### src/ufl_pkg.sv
/*
 * shared constants of one enhanced serial channel: register indices,
 * field positions, reset values and bit timing.
 * assumes a 32-bit apb bus where register index n sits at byte address 4*n.
 */
// Notes on behaviour
// - auto cts gating and auto rts control enabled separately by enhanced bits 7 and 6.
// - modem control bit 2 picks rts/cts pair or dtr/dsr pair for flow control.
// - auto cts: input going high stops transmit after current stop bit; low resumes.
// - flow input de-asserted with its interrupt enabled sets delta-flow status bit 5.
// - auto rts drops output at upper fill threshold, restores at lower threshold.
// - infrared startup pin sets the infrared enable bit at reset; software may change it.
// - in infrared mode the receiver is blind while the transmitter sends.
// - infrared mode: transmit output idles low, receive input low means idle.
// - encoder sends a 3/16 bit pulse for each zero bit, none for ones.
// - fast infrared bit of divisor fraction makes pulses a quarter bit wide.
// - decoder returns a zero bit for every light pulse seen.
// - a register bit can invert the receive input ahead of the decoder.
// - loopback bit routes transmit shifter output into the receive shifter.
// - loopback holds transmit pin high, de-asserts rts and dtr, ignores modem inputs.
// - four address bits select 16 registers, upper eight are enhanced ones.
// - divisor latch bit switches offsets 0 to 2 to divisor low, high, fraction.
// - offset 6 reads modem status; with unlock set a write loads turnaround delay.
// - offsets 10 and 11 read fill counts and write trigger levels.
// - offsets 12 to 15 store xon/xoff characters; read of 12 gives flags (this design always reads 0 there).
package ufl_pkg;
    // register indices
    localparam logic [3:0] REG_HOLD = 4'h0;
    localparam logic [3:0] REG_IER = 4'h1;
    localparam logic [3:0] REG_ISR = 4'h2;
    localparam logic [3:0] REG_LCR = 4'h3;
    localparam logic [3:0] REG_MCR = 4'h4;
    localparam logic [3:0] REG_LSR = 4'h5;
    localparam logic [3:0] REG_MSR = 4'h6;
    localparam logic [3:0] REG_SPR = 4'h7;
    localparam logic [3:0] REG_FEATURE_CONTROL = 4'h8;
    localparam logic [3:0] REG_EFR = 4'h9;
    localparam logic [3:0] REG_TX_FIFO_LEVEL = 4'ha;
    localparam logic [3:0] REG_RX_FIFO_LEVEL = 4'hb;
    localparam logic [3:0] REG_XOFF1 = 4'hc;
    localparam logic [3:0] REG_XOFF2 = 4'hd;
    localparam logic [3:0] REG_XON1 = 4'he;
    localparam logic [3:0] REG_XON2 = 4'hf;
    // field positions
    localparam int EFR_AUTO_CTS = 7;
    localparam int EFR_AUTO_RTS = 6;
    localparam int EFR_UNLOCK = 4;
    localparam int MCR_DTR = 0;
    localparam int MCR_RTS = 1;
    localparam int MCR_FLOW_SEL = 2;
    localparam int MCR_LOOP = 4;
    localparam int MCR_IR = 6;
    localparam int LCR_DLAB = 7;
    localparam int IER_CTS_INT = 7;
    localparam int IER_RTS_INT = 6;
    localparam int ISR_DFLOW = 5;
    localparam int DLD_FAST_IR = 4;
    localparam int FEATURE_CONTROL_IR_INV = 4;
    localparam int FCR_RX_RESET = 1;
    localparam int FCR_TX_RESET = 2;
    // reset values
    localparam logic [7:0] REG_RESET = 8'h00;
    localparam logic [7:0] DLL_RESET = 8'h01;
    localparam logic [7:0] RXTRIG_RESET = 8'h08;
    localparam logic [5:0] PIN_RESET = 6'h1f;
    // bit timing in 16x ticks, strap wait in pclk cycles
    localparam logic [3:0] TICK_LAST = 4'hf;
    localparam logic [3:0] TICK_MID = 4'h7;
    localparam logic [3:0] IR_WIDTH_STD = 4'h3;
    localparam logic [3:0] IR_WIDTH_FAST = 4'h4;
    localparam logic [3:0] FRAME_LAST = 4'h9;
    localparam logic [2:0] STRAP_WAIT = 3'h5;
endpackage : ufl_pkg

### src/ufl_channel.sv
/*
 * one serial channel: apb register file, baud tick, transmitter with
 * infrared encoder, receiver with infrared decoder, receive fifo,
 * hardware flow control and internal loopback.
 * assumes pclk at 50 MHz, asynchronous pins synchronised here.
 */
// The implementer's own choice: the APB interface to the registers.
module ufl_channel
    import ufl_pkg::*;
#(
    parameter int RX_DEPTH = 16
) (
    // clock and reset
    input wire logic pclk,
    input wire logic presetn,
    // apb slave
    input wire logic psel,
    input wire logic penable,
    input wire logic pwrite,
    input wire logic [5:0] paddr,
    input wire logic [31:0] pwdata,
    output logic [31:0] prdata,
    output logic pready,
    output logic pslverr,
    // serial and modem pins
    input wire logic rx_pin,
    input wire logic cts_n,
    input wire logic dsr_n,
    input wire logic cd_n,
    input wire logic ri_n,
    input wire logic infrared_startup_pin,
    output logic tx_pin,
    output logic rts_n,
    output logic dtr_n
);
    localparam int CW = $clog2(RX_DEPTH + 1);
    localparam int AW = $clog2(RX_DEPTH);

    typedef enum logic [1:0] {TX_IDLE = 2'b01, TX_SEND = 2'b10} ufl_tx_t;
    typedef enum logic [1:0] {RX_IDLE = 2'b01, RX_RUN = 2'b10} ufl_rx_t;

    function automatic logic [7:0] ufl_ext8(input logic [CW-1:0] v);
        ufl_ext8 = 8'(v);
    endfunction : ufl_ext8

    // register storage
    logic [7:0] dll_q, dlm_q, dld_q, ier_q, lcr_q, mcr_q, spr_q, feature_control_q, efr_q;
    logic [7:0] rs485_dly_q, txtrig_q, rxtrig_q, fcr_q;
    logic [7:0] xchar_q [4];
    logic [7:0] thr_q;
    logic thr_full_q, isr_dflow_q;
    logic [31:0] prdata_q;
    logic pready_q, pslverr_q, tx_pin_q, rts_n_q, dtr_n_q;

    // bus decode
    logic [3:0] idx;
    logic addr_err, dlab, unlock, acc, wr_en, rd_setup;
    assign idx = paddr[5:2];
    assign addr_err = paddr[1:0] != 2'b00;
    assign dlab = lcr_q[LCR_DLAB];
    assign unlock = efr_q[EFR_UNLOCK];
    assign acc = psel & penable & pready_q;
    assign wr_en = acc & pwrite & ~addr_err;
    assign rd_setup = psel & ~penable & ~pready_q & ~pwrite & ~addr_err;

    // pin synchronisers: {strap, ri, cd, dsr, cts, rx}
    logic [5:0] s1_q, s2_q, s3_q, pin_q;
    always_ff @(posedge pclk or negedge presetn) begin
        if (!presetn) begin
            s1_q <= PIN_RESET;
            s2_q <= PIN_RESET;
            s3_q <= PIN_RESET;
            pin_q <= PIN_RESET;
        end else begin
            s1_q <= {infrared_startup_pin, ri_n, cd_n, dsr_n, cts_n, rx_pin};
            s2_q <= s1_q;
            s3_q <= s2_q;
            // a change counts only once the last two stages agree
            for (int i = 0; i < 6; i++) begin
                if (s2_q[i] == s3_q[i]) begin
                    pin_q[i] <= s3_q[i];
                end
            end
        end
    end

    logic loop, ir_on, flow_sel;
    assign loop = mcr_q[MCR_LOOP];
    assign ir_on = mcr_q[MCR_IR];
    assign flow_sel = mcr_q[MCR_FLOW_SEL];

    // baud tick at 16x bit rate
    logic [15:0] div, div_m1, bcnt_q;
    logic tick_q;
    assign div = {dlm_q, dll_q};
    assign div_m1 = (div == 16'h0000) ? 16'h0000 : div - 16'h0001;
    always_ff @(posedge pclk or negedge presetn) begin
        if (!presetn) begin
            bcnt_q <= 16'h0000;
            tick_q <= 1'b0;
        end else if (bcnt_q >= div_m1) begin
            bcnt_q <= 16'h0000;
            tick_q <= 1'b1;
        end else begin
            bcnt_q <= bcnt_q + 16'h0001;
            tick_q <= 1'b0;
        end
    end

    // flow input of the chosen pair; modem inputs ignored in loopback
    logic flow_in_n, flow_prev_q, flow_stop;
    assign flow_in_n = loop ? 1'b0 : (flow_sel ? pin_q[2] : pin_q[1]);
    assign flow_stop = efr_q[EFR_AUTO_CTS] & flow_in_n;

    // transmitter
    ufl_tx_t tx_state_q;
    logic [3:0] tx_sub_q, tx_bit_q;
    logic [9:0] tx_shift_q;
    logic tx_ser, tx_busy, tx_start;
    assign tx_busy = tx_state_q == TX_SEND;
    assign tx_ser = tx_busy ? tx_shift_q[0] : 1'b1;
    // gating is only looked at between characters so none is cut short
    assign tx_start = (tx_state_q == TX_IDLE) & tick_q & thr_full_q & ~flow_stop;
    always_ff @(posedge pclk or negedge presetn) begin
        if (!presetn) begin
            tx_state_q <= TX_IDLE;
            tx_sub_q <= 4'h0;
            tx_bit_q <= 4'h0;
            tx_shift_q <= 10'h3ff;
        end else begin
            unique case (tx_state_q)
                TX_IDLE: begin
                    if (tx_start) begin
                        tx_shift_q <= {1'b1, thr_q, 1'b0};
                        tx_sub_q <= 4'h0;
                        tx_bit_q <= 4'h0;
                        tx_state_q <= TX_SEND;
                    end
                end
                TX_SEND: begin
                    if (tick_q) begin
                        tx_sub_q <= tx_sub_q + 4'h1;
                        if (tx_sub_q == TICK_LAST) begin
                            tx_shift_q <= {1'b1, tx_shift_q[9:1]};
                            tx_bit_q <= tx_bit_q + 4'h1;
                            if (tx_bit_q == FRAME_LAST) begin
                                tx_state_q <= TX_IDLE;
                            end
                        end
                    end
                end
            endcase
        end
    end

    // infrared encoder pulse for zero bits
    logic [3:0] ir_width;
    logic ir_pulse;
    assign ir_width = dld_q[DLD_FAST_IR] ? IR_WIDTH_FAST : IR_WIDTH_STD;
    assign ir_pulse = tx_busy & ~tx_shift_q[0] & (tx_sub_q < ir_width);

    // pin drivers; loopback parks all three pins high, the inactive state except for tx in infrared mode
    logic rts_allow_q;
    always_ff @(posedge pclk or negedge presetn) begin
        if (!presetn) begin
            tx_pin_q <= 1'b1;
            rts_n_q <= 1'b1;
            dtr_n_q <= 1'b1;
        end else begin
            tx_pin_q <= loop ? 1'b1 : (ir_on ? ir_pulse : tx_ser);
            rts_n_q <= loop | ~(mcr_q[MCR_RTS] & (flow_sel | ~efr_q[EFR_AUTO_RTS] | rts_allow_q));
            dtr_n_q <= loop | ~(mcr_q[MCR_DTR] & (~flow_sel | ~efr_q[EFR_AUTO_RTS] | rts_allow_q));
        end
    end
    assign tx_pin = tx_pin_q;
    assign rts_n = rts_n_q;
    assign dtr_n = dtr_n_q;

    // infrared decoder: each pulse stretched to one zero bit
    logic ir_level;
    logic [4:0] ir_hold_q;
    assign ir_level = (pin_q[0] ^ feature_control_q[FEATURE_CONTROL_IR_INV]) & ~tx_busy;
    always_ff @(posedge pclk or negedge presetn) begin
        if (!presetn) begin
            ir_hold_q <= 5'h00;
        end else if (ir_level) begin
            ir_hold_q <= 5'h10;
        end else if (tick_q && ir_hold_q != 5'h00) begin
            ir_hold_q <= ir_hold_q - 5'h01;
        end
    end

    logic rx_line;
    assign rx_line = loop ? tx_ser : (ir_on ? (ir_hold_q == 5'h00) : pin_q[0]);

    // receiver
    ufl_rx_t rx_state_q;
    logic [3:0] rx_sub_q, rx_bit_q;
    logic [7:0] rx_shift_q;
    logic rx_push;
    assign rx_push = (rx_state_q == RX_RUN) & tick_q & (rx_sub_q == TICK_MID) & (rx_bit_q == FRAME_LAST);
    always_ff @(posedge pclk or negedge presetn) begin
        if (!presetn) begin
            rx_state_q <= RX_IDLE;
            rx_sub_q <= 4'h0;
            rx_bit_q <= 4'h0;
            rx_shift_q <= 8'h00;
        end else begin
            unique case (rx_state_q)
                RX_IDLE: begin
                    if (tick_q && !rx_line) begin
                        rx_sub_q <= 4'h0;
                        rx_bit_q <= 4'h0;
                        rx_state_q <= RX_RUN;
                    end
                end
                RX_RUN: begin
                    if (tick_q) begin
                        rx_sub_q <= rx_sub_q + 4'h1;
                        if (rx_sub_q == TICK_MID) begin
                            rx_bit_q <= rx_bit_q + 4'h1;
                            if (rx_bit_q == 4'h0 && rx_line) begin
                                rx_state_q <= RX_IDLE;
                            end else if (rx_bit_q == FRAME_LAST) begin
                                rx_state_q <= RX_IDLE;
                            end else if (rx_bit_q != 4'h0) begin
                                rx_shift_q <= {rx_line, rx_shift_q[7:1]};
                            end
                        end
                    end
                end
            endcase
        end
    end

    // receive fifo; a full fifo drops the new character
    logic [7:0] rx_mem_q [RX_DEPTH];
    logic [AW-1:0] rx_wp_q, rx_rp_q;
    logic [CW-1:0] rx_cnt_q;
    logic do_push, do_pop, rx_flush;
    assign rx_flush = wr_en & ~dlab & (idx == REG_ISR) & pwdata[FCR_RX_RESET];
    assign do_push = rx_push & (ufl_ext8(rx_cnt_q) < 8'(RX_DEPTH));
    assign do_pop = rd_setup & ~dlab & (idx == REG_HOLD) & (rx_cnt_q != '0);
    always_ff @(posedge pclk or negedge presetn) begin
        if (!presetn) begin
            rx_wp_q <= '0;
            rx_rp_q <= '0;
            rx_cnt_q <= '0;
            for (int i = 0; i < RX_DEPTH; i++) begin
                rx_mem_q[i] <= 8'h00;
            end
        end else if (rx_flush) begin
            rx_wp_q <= '0;
            rx_rp_q <= '0;
            rx_cnt_q <= '0;
        end else begin
            if (do_push) begin
                rx_mem_q[rx_wp_q] <= rx_shift_q;
                rx_wp_q <= AW'((32'(rx_wp_q) + 1) % RX_DEPTH);
            end
            if (do_pop) begin
                rx_rp_q <= AW'((32'(rx_rp_q) + 1) % RX_DEPTH);
            end
            rx_cnt_q <= rx_cnt_q + CW'(do_push) - CW'(do_pop);
        end
    end

    // auto rts hysteresis around the receive trigger level
    logic [7:0] rx_lower;
    assign rx_lower = (rxtrig_q > {4'h0, feature_control_q[3:0]}) ? rxtrig_q - {4'h0, feature_control_q[3:0]} : 8'h00;
    always_ff @(posedge pclk or negedge presetn) begin
        if (!presetn) begin
            rts_allow_q <= 1'b1;
        end else if (ufl_ext8(rx_cnt_q) >= rxtrig_q) begin
            rts_allow_q <= 1'b0;
        end else if (ufl_ext8(rx_cnt_q) <= rx_lower) begin
            rts_allow_q <= 1'b1;
        end
    end

    // delta-flow status: a new event beats the clear from an isr read
    logic flow_rise, rts_drop, isr_clear, rts_prev_q;
    assign flow_rise = flow_in_n & ~flow_prev_q & ier_q[IER_CTS_INT];
    assign rts_drop = rts_prev_q & ~rts_allow_q & efr_q[EFR_AUTO_RTS] & ier_q[IER_RTS_INT];
    assign isr_clear = rd_setup & ~dlab & (idx == REG_ISR);
    always_ff @(posedge pclk or negedge presetn) begin
        if (!presetn) begin
            flow_prev_q <= 1'b0;
            rts_prev_q <= 1'b1;
            isr_dflow_q <= 1'b0;
        end else begin
            flow_prev_q <= flow_in_n;
            rts_prev_q <= rts_allow_q;
            if (flow_rise || rts_drop) begin
                isr_dflow_q <= 1'b1;
            end else if (isr_clear) begin
                isr_dflow_q <= 1'b0;
            end
        end
    end

    // register writes, strap catch and holding register
    logic [2:0] init_q;
    always_ff @(posedge pclk or negedge presetn) begin
        if (!presetn) begin
            {dll_q, dlm_q, dld_q} <= {DLL_RESET, REG_RESET, REG_RESET};
            {ier_q, lcr_q, mcr_q, spr_q, feature_control_q, efr_q} <= {6{REG_RESET}};
            {rs485_dly_q, txtrig_q, fcr_q} <= {3{REG_RESET}};
            rxtrig_q <= RXTRIG_RESET;
            for (int i = 0; i < 4; i++) begin
                xchar_q[i] <= REG_RESET;
            end
            thr_q <= REG_RESET;
            thr_full_q <= 1'b0;
            init_q <= 3'h0;
        end else begin
            if (init_q != STRAP_WAIT) begin
                init_q <= init_q + 3'h1;
            end
            // strap is read once the synchroniser holds a settled level
            if (init_q == STRAP_WAIT - 3'h1) begin
                mcr_q[MCR_IR] <= pin_q[5];
            end
            if (tx_start) begin
                thr_full_q <= 1'b0;
            end
            if (wr_en) begin
                unique case (idx)
                    REG_HOLD: begin
                        if (dlab) begin
                            dll_q <= pwdata[7:0];
                        end else begin
                            thr_q <= pwdata[7:0];
                            thr_full_q <= 1'b1;
                        end
                    end
                    REG_IER: begin
                        if (dlab) begin
                            dlm_q <= pwdata[7:0];
                        end else begin
                            // enhanced enables only move while unlocked
                            ier_q <= unlock ? pwdata[7:0] : {ier_q[7:4], pwdata[3:0]};
                        end
                    end
                    REG_ISR: begin
                        if (dlab) begin
                            dld_q <= pwdata[7:0];
                        end else begin
                            fcr_q <= pwdata[7:0];
                            if (pwdata[FCR_TX_RESET]) begin
                                thr_full_q <= 1'b0;
                            end
                        end
                    end
                    REG_LCR: lcr_q <= pwdata[7:0];
                    REG_MCR: mcr_q <= pwdata[7:0];
                    REG_MSR: begin
                        if (unlock) begin
                            rs485_dly_q <= pwdata[7:0];
                        end
                    end
                    REG_SPR: spr_q <= pwdata[7:0];
                    REG_FEATURE_CONTROL: feature_control_q <= pwdata[7:0];
                    REG_EFR: efr_q <= pwdata[7:0];
                    REG_TX_FIFO_LEVEL: txtrig_q <= pwdata[7:0];
                    REG_RX_FIFO_LEVEL: rxtrig_q <= pwdata[7:0];
                    REG_XOFF1, REG_XOFF2, REG_XON1, REG_XON2: xchar_q[idx[1:0]] <= pwdata[7:0];
                    default: begin
                    end
                endcase
            end
        end
    end

    // read mux; modem status ignores the pins in loopback
    logic [7:0] rd_byte;
    logic [3:0] modem_in;
    assign modem_in = loop ? 4'h0 : ~{pin_q[4], pin_q[3], pin_q[2], pin_q[1]};
    always_comb begin
        rd_byte = 8'h00;
        unique case (idx)
            REG_HOLD: rd_byte = dlab ? dll_q : rx_mem_q[rx_rp_q];
            REG_IER: rd_byte = dlab ? dlm_q : ier_q;
            REG_ISR: rd_byte = dlab ? dld_q : {fcr_q[0], fcr_q[0], isr_dflow_q, 5'h01};
            REG_LCR: rd_byte = lcr_q;
            REG_MCR: rd_byte = mcr_q;
            REG_LSR: rd_byte = {1'b0, ~tx_busy & ~thr_full_q, ~thr_full_q, 4'h0, rx_cnt_q != '0};
            REG_MSR: rd_byte = {modem_in, 4'h0};
            REG_SPR: rd_byte = spr_q;
            REG_FEATURE_CONTROL: rd_byte = feature_control_q;
            REG_EFR: rd_byte = efr_q;
            REG_TX_FIFO_LEVEL: rd_byte = {7'h00, thr_full_q};
            REG_RX_FIFO_LEVEL: rd_byte = ufl_ext8(rx_cnt_q);
            REG_XOFF1: rd_byte = 8'h00;
            default: rd_byte = 8'h00;
        endcase
    end

    // apb: data latched in setup, ready for exactly one access cycle
    always_ff @(posedge pclk or negedge presetn) begin
        if (!presetn) begin
            prdata_q <= 32'h0000_0000;
            pready_q <= 1'b0;
            pslverr_q <= 1'b0;
        end else if (psel && !penable && !pready_q) begin
            prdata_q <= addr_err ? 32'h0000_0000 : {24'h00_0000, rd_byte};
            pready_q <= 1'b1;
            pslverr_q <= addr_err;
        end else begin
            pready_q <= 1'b0;
            pslverr_q <= 1'b0;
        end
    end
    assign prdata = prdata_q;
    assign pready = pready_q;
    assign pslverr = pslverr_q;
endmodule : ufl_channel

### config.mk
export PLATFORM = sky130hd
export DESIGN_NAME = ufl_channel
export DESIGN_NICKNAME = d
export VERILOG_FILES = /design/src/ufl_pkg.sv /design/src/ufl_channel.sv
export SDC_FILE = /design/constraint.sdc
export NUM_CORES = 1
export LEC_CHECK = 0
export ABC_AREA = 1
export BUFFER_PORTS_ARGS = -buffer_cell sky130_fd_sc_hd__buf_2
export CORE_ASPECT_RATIO = 2
export CORE_MARGIN = 4
export CORE_UTILIZATION = 56
export CTS_CLUSTER_SIZE = 28
export DETAILED_ROUTE_END_ITERATION = 12
export PLACE_DENSITY = 0.74
export SLEW_MARGIN = 20
export SYNTH_ARGS = -nofsm -noshare
export SYNTH_HDL_FRONTEND = slang
export SYNTH_SLANG_ARGS = --single-unit
export TNS_END_PERCENT = 50
### constraint.sdc
create_clock -name pclk -period 4.52 [get_ports pclk]
set_input_delay 0.904 -clock pclk [delete_from_list [all_inputs] [get_ports pclk]]
set_output_delay 0.904 -clock pclk [all_outputs]
set_load 0.02 [all_outputs]
# Word-level counts from Yosys, hierarchy flattened

Index checks and enable logic that the tools add are counted.

Flip-flop bits (word level): 359
Latch bits: 0
Bits in writable memories: 0
Bits in read-only memories: 0
Input port bits: 49
Logic and storage cells: 301
Memories kept: 0

Add/sub/neg operators: 13
$mul: 0
Divide/modulo/power cells: 0
$lt $le $gt $ge: 9
Equality and inequality tests: 35
Shift operators: 0
Mux-type cells: 73
Bitwise operators: 62
Reductions and logical operators: 44

Operators with widths:

| operator                | count |
|---|---|
| $bwmux W128             | 1 |
| $pmux W8 S12            | 1 |
| $mux W8                 | 8 |
| $mux W4                 | 13 |
| $and A1 B1 Y1           | 34 |
| $bmux W8 S4             | 1 |
| $demux W8 S4            | 1 |
| $mux W16                | 2 |
| $pmux W4 S2             | 4 |
| $mux W10                | 3 |
| $eq A4 B4 Y1 const B    | 7 |
| $add A4 B1 Y4 const B   | 6 |
| $reduce_and A3 Y1       | 8 |
| $eq A4 B3 Y1 const B    | 5 |
| $mux W1                 | 20 |
| $pmux W10 S2            | 1 |
| $mux W2                 | 9 |
| $not A1 Y1              | 18 |
| $reduce_and A2 Y1       | 9 |
| $add A16 B1 Y16 const B | 1 |
| $ge A16 B16 Y1          | 1 |
| $logic_not A16 Y1       | 1 |
| $sub A16 B1 Y16 const B | 1 |
| $mux W5                 | 3 |
| other kinds (40)        | 78 |

# Longest topological paths before layout

Gate-level depths: netlist of run 1.

Depth after elaboration: 10
Mapped depth: 18
Gate-level depth less buffers: 18

# Least setup slack after synthesis of run 1

OpenSTA, ideal clock, no wires.

Path type: input-to-reg
From: input penable
To: register rx_cnt_q[4]
Arrival: 2916 ps
Required time: 4400 ps
Path slack: 1484 ps
Stages: 16
Path through: nor3_1 -> nand2_1 -> nor3_1 -> nand3_1 -> inv_1 -> ha_1 -> inv_1 -> ha_1 -> fa_1 -> nand2_1 -> inv_1 -> nor2_1 -> nor2_1 -> nor2_1 -> xor2_1 -> nor2_1

Cells in the longest elaborated chain, start to end: 10
Elaborated cells on any way between the ends: 17
Those cells by class: add/sub (1); mux (1); bitwise (15)

RTL lines:

| element                     | RTL line           | RTL |
|---|---|---|
| start: declaration          | ufl_channel.sv:18  | `input wire logic penable,` |
| $not A1 Y1                  | ufl_channel.sv:64  | `assign rd_setup = psel & ~penable & ~pready_q & ~pwrite & ~addr_err;` |
| $and A1 B1 Y1 (4 in series) | ufl_channel.sv:64  |  |
| $and A1 B1 Y1 (3 in series) | ufl_channel.sv:243 | `assign do_pop = rd_setup & ~dlab & (idx == REG_HOLD) & (rx_cnt_q != '0);` |
| $sub A5 B1 Y5               | ufl_channel.sv:264 | `rx_cnt_q <= rx_cnt_q + CW'(do_push) - CW'(do_pop);` |
| $mux W5 *                   | ufl_channel.sv:252 | `end else if (rx_flush) begin` |
| end signal: assignment      | ufl_channel.sv:264 |  |
| end: declaration            | ufl_channel.sv:239 | `logic [CW-1:0] rx_cnt_q;` |

Mark *: on every way between the ends. The rest lies on a longest branch, timed or not.
A chain may end at the register's enable or synchronous reset.

# Final worst setup path of run 1

From: register dll_q[1]
To: register bcnt_q[13]

Cells in the longest elaborated chain, start to end: 4
Elaborated cells on any way between the ends: 5
Those cells by class: add/sub (1); order compare (1); mux (2); reduce/logical (1)

RTL lines:

| element                                              | RTL line           | RTL |
|---|---|---|
| start: declaration                                   | ufl_channel.sv:47  | `logic [7:0] dll_q, dlm_q, dld_q, ier_q, lcr_q, mcr_q, spr_q, feature_control_q, efr_q;` |
| start signal: assignment                             | ufl_channel.sv:306 | `{dll_q, dlm_q, dld_q} <= {DLL_RESET, REG_RESET, REG_RESET};` |
| start signal: assignment                             | ufl_channel.sv:331 | `dll_q <= pwdata[7:0];` |
| $sub A16 B1 Y16 or $logic_not A16 Y1 (tied branches) | ufl_channel.sv:96  | `assign div_m1 = (div == 16'h0000) ? 16'h0000 : div - 16'h0001;` |
| $mux W16 *                                           | ufl_channel.sv:96  |  |
| $ge A16 B16 Y1 *                                     | ufl_channel.sv:101 | `end else if (bcnt_q >= div_m1) begin` |
| $mux W16 *                                           | ufl_channel.sv:101 |  |
| end signal: assignment                               | ufl_channel.sv:105 | `bcnt_q <= bcnt_q + 16'h0001;` |
| end: declaration                                     | ufl_channel.sv:93  | `logic [15:0] div, div_m1, bcnt_q;` |

Marks and branches as above.

==> flow_metrics.py, run 1 <==
metrics = {
    "outcome": {
        "run_status": "finished, final reports clean",
    },
    "critical_path": {
        "crit_fanout": 17,
        "worstPathRequired_ns": 4.95,
        "start_kind": "register",
        "end_kind": "register",
        "timing.reg2reg.worst_path_depth": 16,
        "setup.worst_path.class": "reg -> reg",
        "arrival_ns": 3.80,
    },
    "final_layout": {
        "post-route-cell-area_um2": 18200,
        "top_regs": "rx_mem_q (128), bcnt_q (16), tx_shift_q (9)",
        "fin_util_pct": 61.3,
        "syn_to_final_growth_pct": 7.83,
        "layout.nets": 2193,
        "largest-register": "rx_mem_q",
        "largest_register_ffs": 128,
        "nFillCells": 2622,
        "drive_gt1_share_pct": 8.35,
        "n_antenna_cell": 0,
    },
    "cts": {
        "tritoncts": "built",
        "cts-root-buf": "clkbuf_16",
        "post_cts_buffers": 0,
        "htree_levels": 1,
        "worst_skew_pair.late_latency_ns": 0.57,
        "clock_path_buffers": 3,
        "cts_sinks": 334,
        "hold_buffers": 0,
        "cts_resized": 0,
        "cts_buffers": 31,
        "clk_pin_slew_worst_paths_ns": 0.07,
    },
    "synth": {
        "ys_ff_latch": 334,
        "synth_warnings": 0,
        "synthFlopType": "dfrtp_1",
        "synth_cell_types": 46,
        "synth_cells": 2076,
        "synth_area_per_cell_um2": 8.12,
        "yosysSeqAreaShare_pct": 49.9,
        "syn-cell-area_um2": 16800,
        "synth_edf_count": 0,
        "synthArstFlopShare_pct": 100,
    },
    "placed_design": {
        "placed_area_um2": 17200,
        "routabilityCongestion": 0.993,
        "pre_cts_slack_ns": 0.939,
        "dp_hpwl_um": 33500,
        "io_buffers": 37,
    },
    "run": {
        "drv_cap": 0,
    },
    "hold_path": {
        "hp-class": "reg -> reg",
        "min_path_cells": 0,
    },
    "floorplanning": {
        "design.core.area_um2": 29600,
        "die_w_um": 131,
        "num_rows": 89,
        "dieArea_um2": 33100,
        "io_pins": 86,
        "die_height_um": 253,
        "initial_core_util_pct": 56.9,
    },
    "sta": {
        "finalHoldWorstSlack_ns": 0.353,
        "finClkSkew_ns": 0.0160,
        "slew_viol_final": 0,
        "rsz0062_at_grt": "false",
        "period_minus_slack_ns": 3.37,
        "relSlewSlack_pct": 30.2,
        "finalSetupTns_ns": 0,
        "max_freq_mhz": 297,
        "setup_viol": 0,
        "fin_crit_sh_pct": 74.5,
        "hold_viol_final": 0,
        "worst_slew_pin_slew_ns": 1.04,
        "worst_slack_ns": 1.15,
    },
    "power_and_ir_drop": {
        "clockPowerShare_pct": 40.9,
        "switchingPower_uw": 1610,
        "ir_worst_vdd_mv": 0.305,
        "combPwrFrac_pct": 9.0,
        "total_leakage_power_uw": 0.00866,
        "seq_power_share_pct": 50.1,
        "power-per-cell-area_nw_per_um2": 344,
        "swShare_pct": 25.8,
        "power.internal_uw": 4640,
    },
    "global_route": {
        "grt.total_usage_pct": 28.1,
        "grt_pass1_wl_um": 72200,
        "gr-max-usage-layer": "met2",
        "grt_max_degree": 103,
        "grt_pass1_vias": 13620,
        "use_met3_pct": 2.79,
        "antenna_found_initial": 0,
        "grt-ovfl-total": 0,
        "met2_usage_pct": 50.5,
        "use_met1_pct": 29.1,
    },
    "drt": {
        "wl_per_cell_um": 18.4,
        "drtIter0Drc": 943,
        "firstDrtPassIters": 5,
        "vias": 13867,
        "routed_wirelength_um": 45600,
        "drc": 0,
        "viasPerCell": 5.61,
        "final_antenna_net_count": 0,
    },
}
-- worst paths after layout --
kind / from / end / slack [ns]
max reg2reg: dll_q[1]$_DFFE_PN0P_ / bcnt_q[13]$_DFF_PN0_ / 1.15
min in group asynchronous: presetn / tx_sub_q[3]$_DFFE_PN0P_ / 0.38
min: s1_q[1]$_DFF_PN1_ / s2_q[1]$_DFF_PN1_ / 0.35
min reg2reg: s1_q[1]$_DFF_PN1_ / s2_q[1]$_DFF_PN1_ / 0.35
max in group asynchronous: presetn / pin_q[4]$_DFFE_PN1N_ / 3.13
max: dll_q[1]$_DFFE_PN0P_ / bcnt_q[13]$_DFF_PN0_ / 1.15
-- critical path, stage by stage (launching register included) --
cell     delay [ns]
dfrtp_1        0.36
inv_1          0.17
nand3_1        0.17
nor3_1         0.27
nand2_1        0.13
nor2_1         0.36
nand2_1        0.12
xor2_1         0.15
nand2_1        0.07
ha_1           0.30
nand2_1        0.07
inv_1          0.05
nand3_1        0.08
nor3_1         0.21
nand3_1        0.10
nand3_1        0.48
nor2_1         0.10
-- synth_stat cells (all sizes together) (3+ instances only) --
cell type  number  share of area (%)
buf            49                2.0
nand2         668                 15
inv           157                3.5
xnor2           5               0.26
xor2           28                1.5
nor3           20               0.73
clkinv          3              0.067
maj3            6               0.36
dfstp          38                5.9
or2            14               0.52
o211ai          6               0.27
nor4            5               0.19
dfrtp         296                 44
clkbuf         48                1.1
o21ai         286                8.5
nand4          17               0.63
ha             58                4.3
nand3         181                6.2
a21oi          36                1.1
nor2          135                3.1
-- metrics by stage --
stage,std cells,power [uW]
global route,2471,6490
detailed placement,2415,3740
CTS,2471,6310
floorplan,2099,3510
global placement,2415,3740
finish,2471,6250
-- cell type report --
cell class,instances,area [um2],area share (%)
Sequential cell,334,8410,46.3
Timing Repair Buffer,49,310,1.71
Multi-Input combinational cell,1508,7410,40.8
Clock buffer,44,875,4.81
Clock inverter,12,106,0.585
Inverter,160,601,3.31
Tap cell,364,455,2.51
-- routing by layer --
metal  up-vias  wire length, um
met4         0             4310
met3       187             1870
met2       432            23900
met5         -                0
li1       6688                -
met1      6560            15500
-- cell usage in the layout, fill, tap and decap left out, drive strengths merged, types with 10 or more instances in the layout --
cell type / Yosys / layout
nand2: 668 / 668
nor3: 20 / 20
xor2: 28 / 28
nand3: 181 / 181
nand4: 17 / 17
a21oi: 36 / 36
buf: 49 / 49
inv: 157 / 158
nor2: 135 / 135
dfrtp: 296 / 296
o21ai: 286 / 286
or2: 14 / 14
ha: 58 / 58
conb: 1 / 24
dfstp: 38 / 38
clkinv: 3 / 10
clkbuf: 48 / 44
-- power by group through the flow --
stage | Clock, uW | Combinational, uW | Sequential, uW
final | 2560 | 562 | 3130
after global routing | 2730 | 637 | 3130
after CTS | 2620 | 565 | 3130
after detailed placement | 0 | 562 | 3180
after global placement | 0 | 555 | 3180
after floorplan | 0 | 364 | 3150
-- cell families after synthesis --
kind of cell               after synthesis  share of synthesized area, %
xor gates and xnor gates                33                          1.72
and+or+nand+nor                       1045                          26.5
DFF                                    334                          49.9
AOI/OAI and AO/OA                      339                          10.3
muxes                                    1                        0.0668
adders and majority gates               66                          4.90
buffers and inverters                  257                          6.62
other                                    1                        0.0223
No activity file was read; power rests on OpenSTA's default activity.
==> run 2, diff against run 1 <==
==> constraint.sdc (replaced) <==
create_clock -name pclk -period 3.2 [get_ports pclk]
set_input_delay 0.64 -clock pclk [delete_from_list [all_inputs] [get_ports pclk]]
set_output_delay 0.64 -clock pclk [all_outputs]
set_load 0.02 [all_outputs]
==> run 2 against run 1 <==
Sequential cell count did not move; register-to-register slack got worse by 0.89 ns; largest power group unchanged; final cell count rose by 1.3%; critical endpoint unchanged; clock power is 50% higher; core utilization is 1.3 points higher; combinational power increased by 54%; critical path depth rose by 1; wire length up 2.6%; count of clock-buffer cells in the layout unchanged; hold slack got worse by 0.30 ns; sequential power is 41% higher; total power up 46%.
==> flow_metrics.py, run 2 (same netlist as run 1, synthesis figures left out) <==
metrics = {
    "outcome": {
        "run_status": "finished, final reports clean",
    },
    "critical_path": {
        "cp_slowest_cell": "dfstp_2",
        "slowest_delay_ns": 0.38,
        "regToRegSetupSlack_ns": 0.26,
        "cp_num_buf_inv": 3,
        "timing.reg2reg.worst_path_depth": 17,
        "cp.depth": 17,
        "crit_chain": "inv_1 > nand3_1 > nor3_2 > nand2_1 > nor2_1 > nand2_1 > xor2_1 > nand2_1 > ha_1 > nand2_1 > inv_1 > nand3_1 > nor3_1 > nand3_1 > nand3_1 > buf_12 > nor2_1",
        "end_kind": "register",
        "arrival_ns": 3.39,
        "r2r_start": "dll_q[0]$_DFFE_PN1P_",
        "setup.worst_path.class": "reg -> reg",
        "path_delay_family": "simple AND/OR/NAND/NOR gates",
        "start_kind": "register",
        "rr_endpoint": "bcnt_q[13]$_DFF_PN0_",
        "crit_path_end": "bcnt_q[13]$_DFF_PN0_",
        "crit_start": "dll_q[0]$_DFFE_PN1P_",
        "crit_fanout": 16,
        "worstPathRequired_ns": 3.65,
    },
    "drt": {
        "final_antenna_net_count": 0,
        "drc": 0,
        "firstDrtPassIters": 6,
        "routed_wirelength_um": 46700,
        "drtIter0Drc": 972,
        "vias": 14006,
        "wl_per_cell_um": 18.7,
        "viasPerCell": 5.60,
    },
    "floorplanning": {
        "die_height_um": 253,
        "design.core.area_um2": 29600,
        "initial_core_util_pct": 56.9,
        "num_rows": 89,
        "dieArea_um2": 33100,
        "die_w_um": 131,
        "io_pins": 86,
    },
    "global_route": {
        "use_met1_pct": 29.9,
        "grt_pass1_vias": 14061,
        "grt-ovfl-total": 0,
        "use_met3_pct": 3.67,
        "gr-max-usage-layer": "met2",
        "antenna_found_initial": 1,
        "grt_max_degree": 81,
        "grt_pass1_wl_um": 74300,
        "grt.total_usage_pct": 29.0,
        "met2_usage_pct": 51.5,
    },
    "final_layout": {
        "largest-register": "rx_mem_q",
        "final_cells": 2503,
        "top_regs": "rx_mem_q (128), bcnt_q (16), tx_shift_q (9)",
        "n_antenna_cell": 0,
        "final_cell_mix": "nand2_1 (666), dfrtp_1 (295), o21ai_0 (267)",
        "syn_to_final_growth_pct": 10.1,
        "drive_gt1_share_pct": 9.96,
        "largest_register_ffs": 128,
        "final_common_cell": "nand2_1",
        "layout.nets": 2224,
        "fin_util_pct": 62.6,
    },
    "power_and_ir_drop": {
        "power-per-cell-area_nw_per_um2": 490,
        "ir_worst_vdd_mv": 0.456,
        "total_leakage_power_uw": 0.00888,
    },
    "cts": {
        "worst_skew_pair.late_latency_ns": 0.57,
        "hold_buffers": 0,
        "post_cts_buffers": 0,
        "htree_levels": 1,
        "cts_buffers": 31,
        "cts_sinks": 334,
        "cts-root-buf": "clkbuf_16",
        "clk_pin_slew_worst_paths_ns": 0.07,
        "clock_path_buffers": 3,
        "tritoncts": "built",
    },
    "placed_design": {
        "io_buffers": 37,
        "dp_cells": 2446,
        "routabilityCongestion": 1.02,
        "dp_hpwl_um": 34500,
    },
    "sta": {
        "finalSetupTns_ns": 0,
        "worst_slew_pin_slew_ns": 0.712,
        "relSlewSlack_pct": 52.4,
        "rsz0062_at_grt": "false",
        "max_freq_mhz": 340,
        "fin_crit_sh_pct": 91.8,
        "period_minus_slack_ns": 2.94,
        "hold_viol_final": 0,
        "setup_viol": 0,
        "finClkSkew_ns": 0.0136,
        "slew_viol_final": 0,
    },
    "run": {
        "drv_cap": 0,
    },
    "hold_path": {
        "hp-class": "in -> async",
    },
}
## run 2: cell types whose count changed in the layout (fill, tap and decap cells not counted), sizes merged
cell    change
buf        +31
bufinv      +2
inv         -1
## run 2: final cells by class
type,count,area (um2)
fillers,2553,11100
flip-flops and latches,334,8410
multi-input cells,1508,7430
clock buffers,44,905
repair buffers,80,606
inverters,160,601
well taps,364,455
clock inverters,13,151
## run 2: through the flow
| stage | area [um2] | hold WS (ns) | total power (uW) | worst slack, ns |
|---|---|---|---|---|
| 3_5_place_dp | 17500 | 0.339 | 5330 | 0.0728 |
| 6_report | 18600 | 0.0552 | 9100 | 0.262 |
| 2_1_floorplan | 16900 | 0.331 | 4960 | 0.389 |
| 5_1_grt | 18600 | 0.0796 | 9420 | 0.0152 |
| 3_3_place_gp | 17500 | 0.337 | 5320 | 0.107 |
| 4_1_cts | 18500 | 0.0766 | 9180 | 0.204 |
## run 2: worst min path at each step
stage | to | cells after the start | from
6_report | tx_bit_q[0]$_DFFE_PN0P_ | 1 | presetn
5_1_grt | tx_bit_q[0]$_DFFE_PN0P_ | 1 | presetn
4_1_cts | rx_bit_q[1]$_DFFE_PN0P_ | 1 | presetn
3_5_place_dp | s2_q[5]$_DFF_PN0_ | 0 | s1_q[5]$_DFF_PN0_
3_3_place_gp | s2_q[5]$_DFF_PN0_ | 0 | s1_q[5]$_DFF_PN0_
2_1_floorplan | s2_q[5]$_DFF_PN0_ | 0 | s1_q[5]$_DFF_PN0_
## run 2: where the power goes
| part | internal (uW) | leakage [uW] | switching, uW | total (uW) |
|---|---|---|---|---|
| Combinational | 270 | 0.00404 | 596 | 866 |
| Clock | 2210 | 0.000516 | 1630 | 3840 |
| Sequential | 4320 | 0.00432 | 79.5 | 4400 |
## run 2: per-layer routing
layer | wire, um | vias up | part of all wire [%]
met1 | 15900 | 6674 | 34
met5 | 13 | - | 0.028
met3 | 1920 | 173 | 4.1
met2 | 24400 | 407 | 52
met4 | 4480 | 2 | 9.6
li1 | - | 6750 | -
## run 2: worst reg2reg max path: cells and delay by family (launching register included)
family / cells / cell delay (ns)
xor gates and xnor gates: 1 / 0.13
DFF: 1 / 0.38
and+or+nand+nor: 12 / 1.61
buffers and inverters: 3 / 0.38
adders and majority gates: 1 / 0.30
## run 2: repair_timing
item	CTS	global route
gates resized for setup	0	2
setup endpoints to repair	0	16
hold endpoints to repair	0	0
==> run 3, diff against run 2 <==
--- a/config.mk
+++ b/config.mk
@@ -7,12 +7,14 @@
 export LEC_CHECK = 0
 export ABC_AREA = 1
 export BUFFER_PORTS_ARGS = -buffer_cell sky130_fd_sc_hd__buf_2
+export CELL_PAD_IN_SITES_DETAIL_PLACEMENT = 2
+export CELL_PAD_IN_SITES_GLOBAL_PLACEMENT = 2
 export CORE_ASPECT_RATIO = 2
 export CORE_MARGIN = 4
-export CORE_UTILIZATION = 56
+export CORE_UTILIZATION = 37
 export CTS_CLUSTER_SIZE = 28
 export DETAILED_ROUTE_END_ITERATION = 12
-export PLACE_DENSITY = 0.74
+export PLACE_DENSITY_LB_ADDON = 0.1
 export SLEW_MARGIN = 20
 export SYNTH_ARGS = -nofsm -noshare
 export SYNTH_HDL_FRONTEND = slang
==> run 3 against run 2 <==
Maximum frequency shrank 1.4%; setup slack lost 0.041 ns; combinational power is 5.9% higher; clock skew grew 0.0098 ns; hold slack got worse by 0.035 ns; core utilization fell by 20 points.
==> flow_metrics.py, run 3 (same netlist as run 1, synthesis figures left out) <==
metrics = {
    "cts": {
        "cts_sinks": 334,
        "clock_path_buffers": 3,
        "cts_buffers": 36,
        "cts-root-buf": "clkbuf_16",
        "clk_pin_slew_worst_paths_ns": 0.06,
        "worst_skew_pair.late_latency_ns": 0.56,
        "tritoncts": "built",
        "htree_levels": 2,
    },
    "drt": {
        "wl_per_cell_um": 21.9,
        "vias": 14498,
        "drtIter0Drc": 709,
        "routed_wirelength_um": 59500,
        "final_antenna_net_count": 0,
        "viasPerCell": 5.33,
        "firstDrtPassIters": 5,
        "drc": 0,
    },
    "sta": {
        "fin_crit_sh_pct": 93.1,
        "max_freq_mhz": 336,
        "worst_slew_pin_slew_ns": 0.841,
        "setup_viol": 0,
        "period_minus_slack_ns": 2.98,
        "finClkSkew_ns": 0.0234,
        "slew_viol_final": 0,
        "finalHoldWorstSlack_ns": 0.0198,
        "relSlewSlack_pct": 43.9,
        "hold_viol_final": 0,
    },
    "power_and_ir_drop": {
        "power-per-cell-area_nw_per_um2": 500,
        "total_leakage_power_uw": 0.00901,
        "ir_worst_vdd_mv": 0.544,
    },
    "critical_path": {
        "arrival_ns": 3.45,
        "cp_slowest_cell": "or4_1",
        "cp_num_buf_inv": 1,
        "slowest_delay_ns": 0.64,
        "crit_start": "dlm_q[4]$_DFFE_PN0P_",
        "path_delay_family": "simple AND/OR/NAND/NOR gates",
        "setup.worst_path.class": "reg -> reg",
        "regToRegSetupSlack_ns": 0.22,
        "worstPathRequired_ns": 3.67,
        "crit_chain": "nor2_1 > nand3_1 > or4_1 > nand2_1 > ha_1 > a21oi_1 > o21ai_0 > a21oi_2 > nand3_1 > buf_12 > nor2_1",
        "end_kind": "register",
        "rr_endpoint": "bcnt_q[15]$_DFF_PN0_",
        "timing.reg2reg.worst_path_depth": 11,
        "r2r_start": "dlm_q[4]$_DFFE_PN0P_",
        "start_kind": "register",
        "crit_fanout": 15,
    },
    "global_route": {
        "grt-ovfl-total": 0,
        "grt.total_usage_pct": 24.2,
        "grt_pass1_vias": 16289,
        "antenna_found_initial": 0,
        "grt_pass1_wl_um": 93000,
        "grt_max_degree": 82,
    },
    "hold_path": {
        "hp-class": "in -> async",
    },
    "placed_design": {
        "routabilityCongestion": 0.919,
        "dp_cells": 2652,
        "io_buffers": 37,
        "dp_hpwl_um": 43900,
    },
    "floorplanning": {
        "initial_core_util_pct": 37.4,
        "die_height_um": 310,
        "die_w_um": 159,
        "io_pins": 86,
        "dieArea_um2": 49200,
        "num_rows": 110,
        "design.core.area_um2": 45000,
    },
    "final_layout": {
        "final_cell_mix": "nand2_1 (666), dfrtp_1 (295), o21ai_0 (267)",
        "final_common_cell": "nand2_1",
        "layout.nets": 2240,
        "largest_register_ffs": 128,
        "n_antenna_cell": 0,
        "nFillCells": 5149,
        "drive_gt1_share_pct": 11.0,
        "largest-register": "rx_mem_q",
        "syn_to_final_growth_pct": 12.8,
        "fin_util_pct": 42.2,
        "top_regs": "rx_mem_q (128), bcnt_q (16), tx_shift_q (9)",
        "final_cells": 2719,
    },
    "outcome": {
        "run_status": "finished, final reports clean",
    },
    "run": {
        "drv_cap": 0,
    },
}
-- run 3: worst reg2reg max path: stages, from the launching register on --
cell     delay (ns)
dfrtp_1        0.45
nor2_1         0.25
nand3_1        0.13
or4_1          0.64
nand2_1        0.17
ha_1           0.25
a21oi_1        0.16
o21ai_0        0.17
a21oi_2        0.21
nand3_1        0.18
buf_12         0.20
nor2_1         0.10
-- run 3: report_power, final --
group	switching (uW)	internal [uW]	total, uW	leakage (uW)
clock network	1820	2380	4200	0.000574
logic	648	270	917	0.00411
registers	78.7	4320	4400	0.00432
total	2540	6970	9510	0.00901
-- run 3: worst max-delay path by stage --
stage	slack (ns)	depth (start not counted)	end
6_report	0.22	11	bcnt_q[15]$_DFF_PN0_
2_1_floorplan	0.39	17	bcnt_q[10]$_DFF_PN0_
3_5_place_dp	-0.10	15	bcnt_q[8]$_DFF_PN0_
3_3_place_gp	0.02	18	rx_cnt_q[4]$_DFF_PN0_
5_1_grt	-0.005	18	bcnt_q[15]$_DFF_PN0_
4_1_cts	0.01	18	bcnt_q[8]$_DFF_PN0_
-- run 3: final cells by class --
cell class / instances / area (um2) / share of cell area (%)
clock buffers: 52 / 1050 / 5.54
clock inverters: 14 / 108 / 0.566
inverters: 160 / 604 / 3.18
multi-input cells: 1508 / 7460 / 39.3
flip-flops and latches: 334 / 8410 / 44.2
well taps: 560 / 701 / 3.69
repair buffers: 91 / 676 / 3.55
-- run 3: repair_timing --
action / CTS / global route
setup endpoints to repair: 17 / 18
gates resized for setup: 1 / 11
setup buffers: 0 / 1
pin swaps: 0 / 1
hold buffers: 0 / 0
-- run 3: layer usage --
layer,part of all wire (%),global-route usage [%],vias up
li1,-,-,6786
met1,35,23.7,7385
met2,57,49.3,205
met3,2.3,2.61,122
met4,5.9,12.9,0
met5,0,0,-
-- run 3: per-stage QoR --
step	total power, uW	worst slack, ns	setup TNS (ns)	instance area, um2
after CTS	9670	0.0123	0	19000
after global routing	9940	-0.00473	-0.00473	19000
after floorplan	4960	0.389	0	16900
after detailed placement	5400	-0.100	-1.07	17800
final	9510	0.221	0	19000
after global placement	5370	0.0246	0	17800
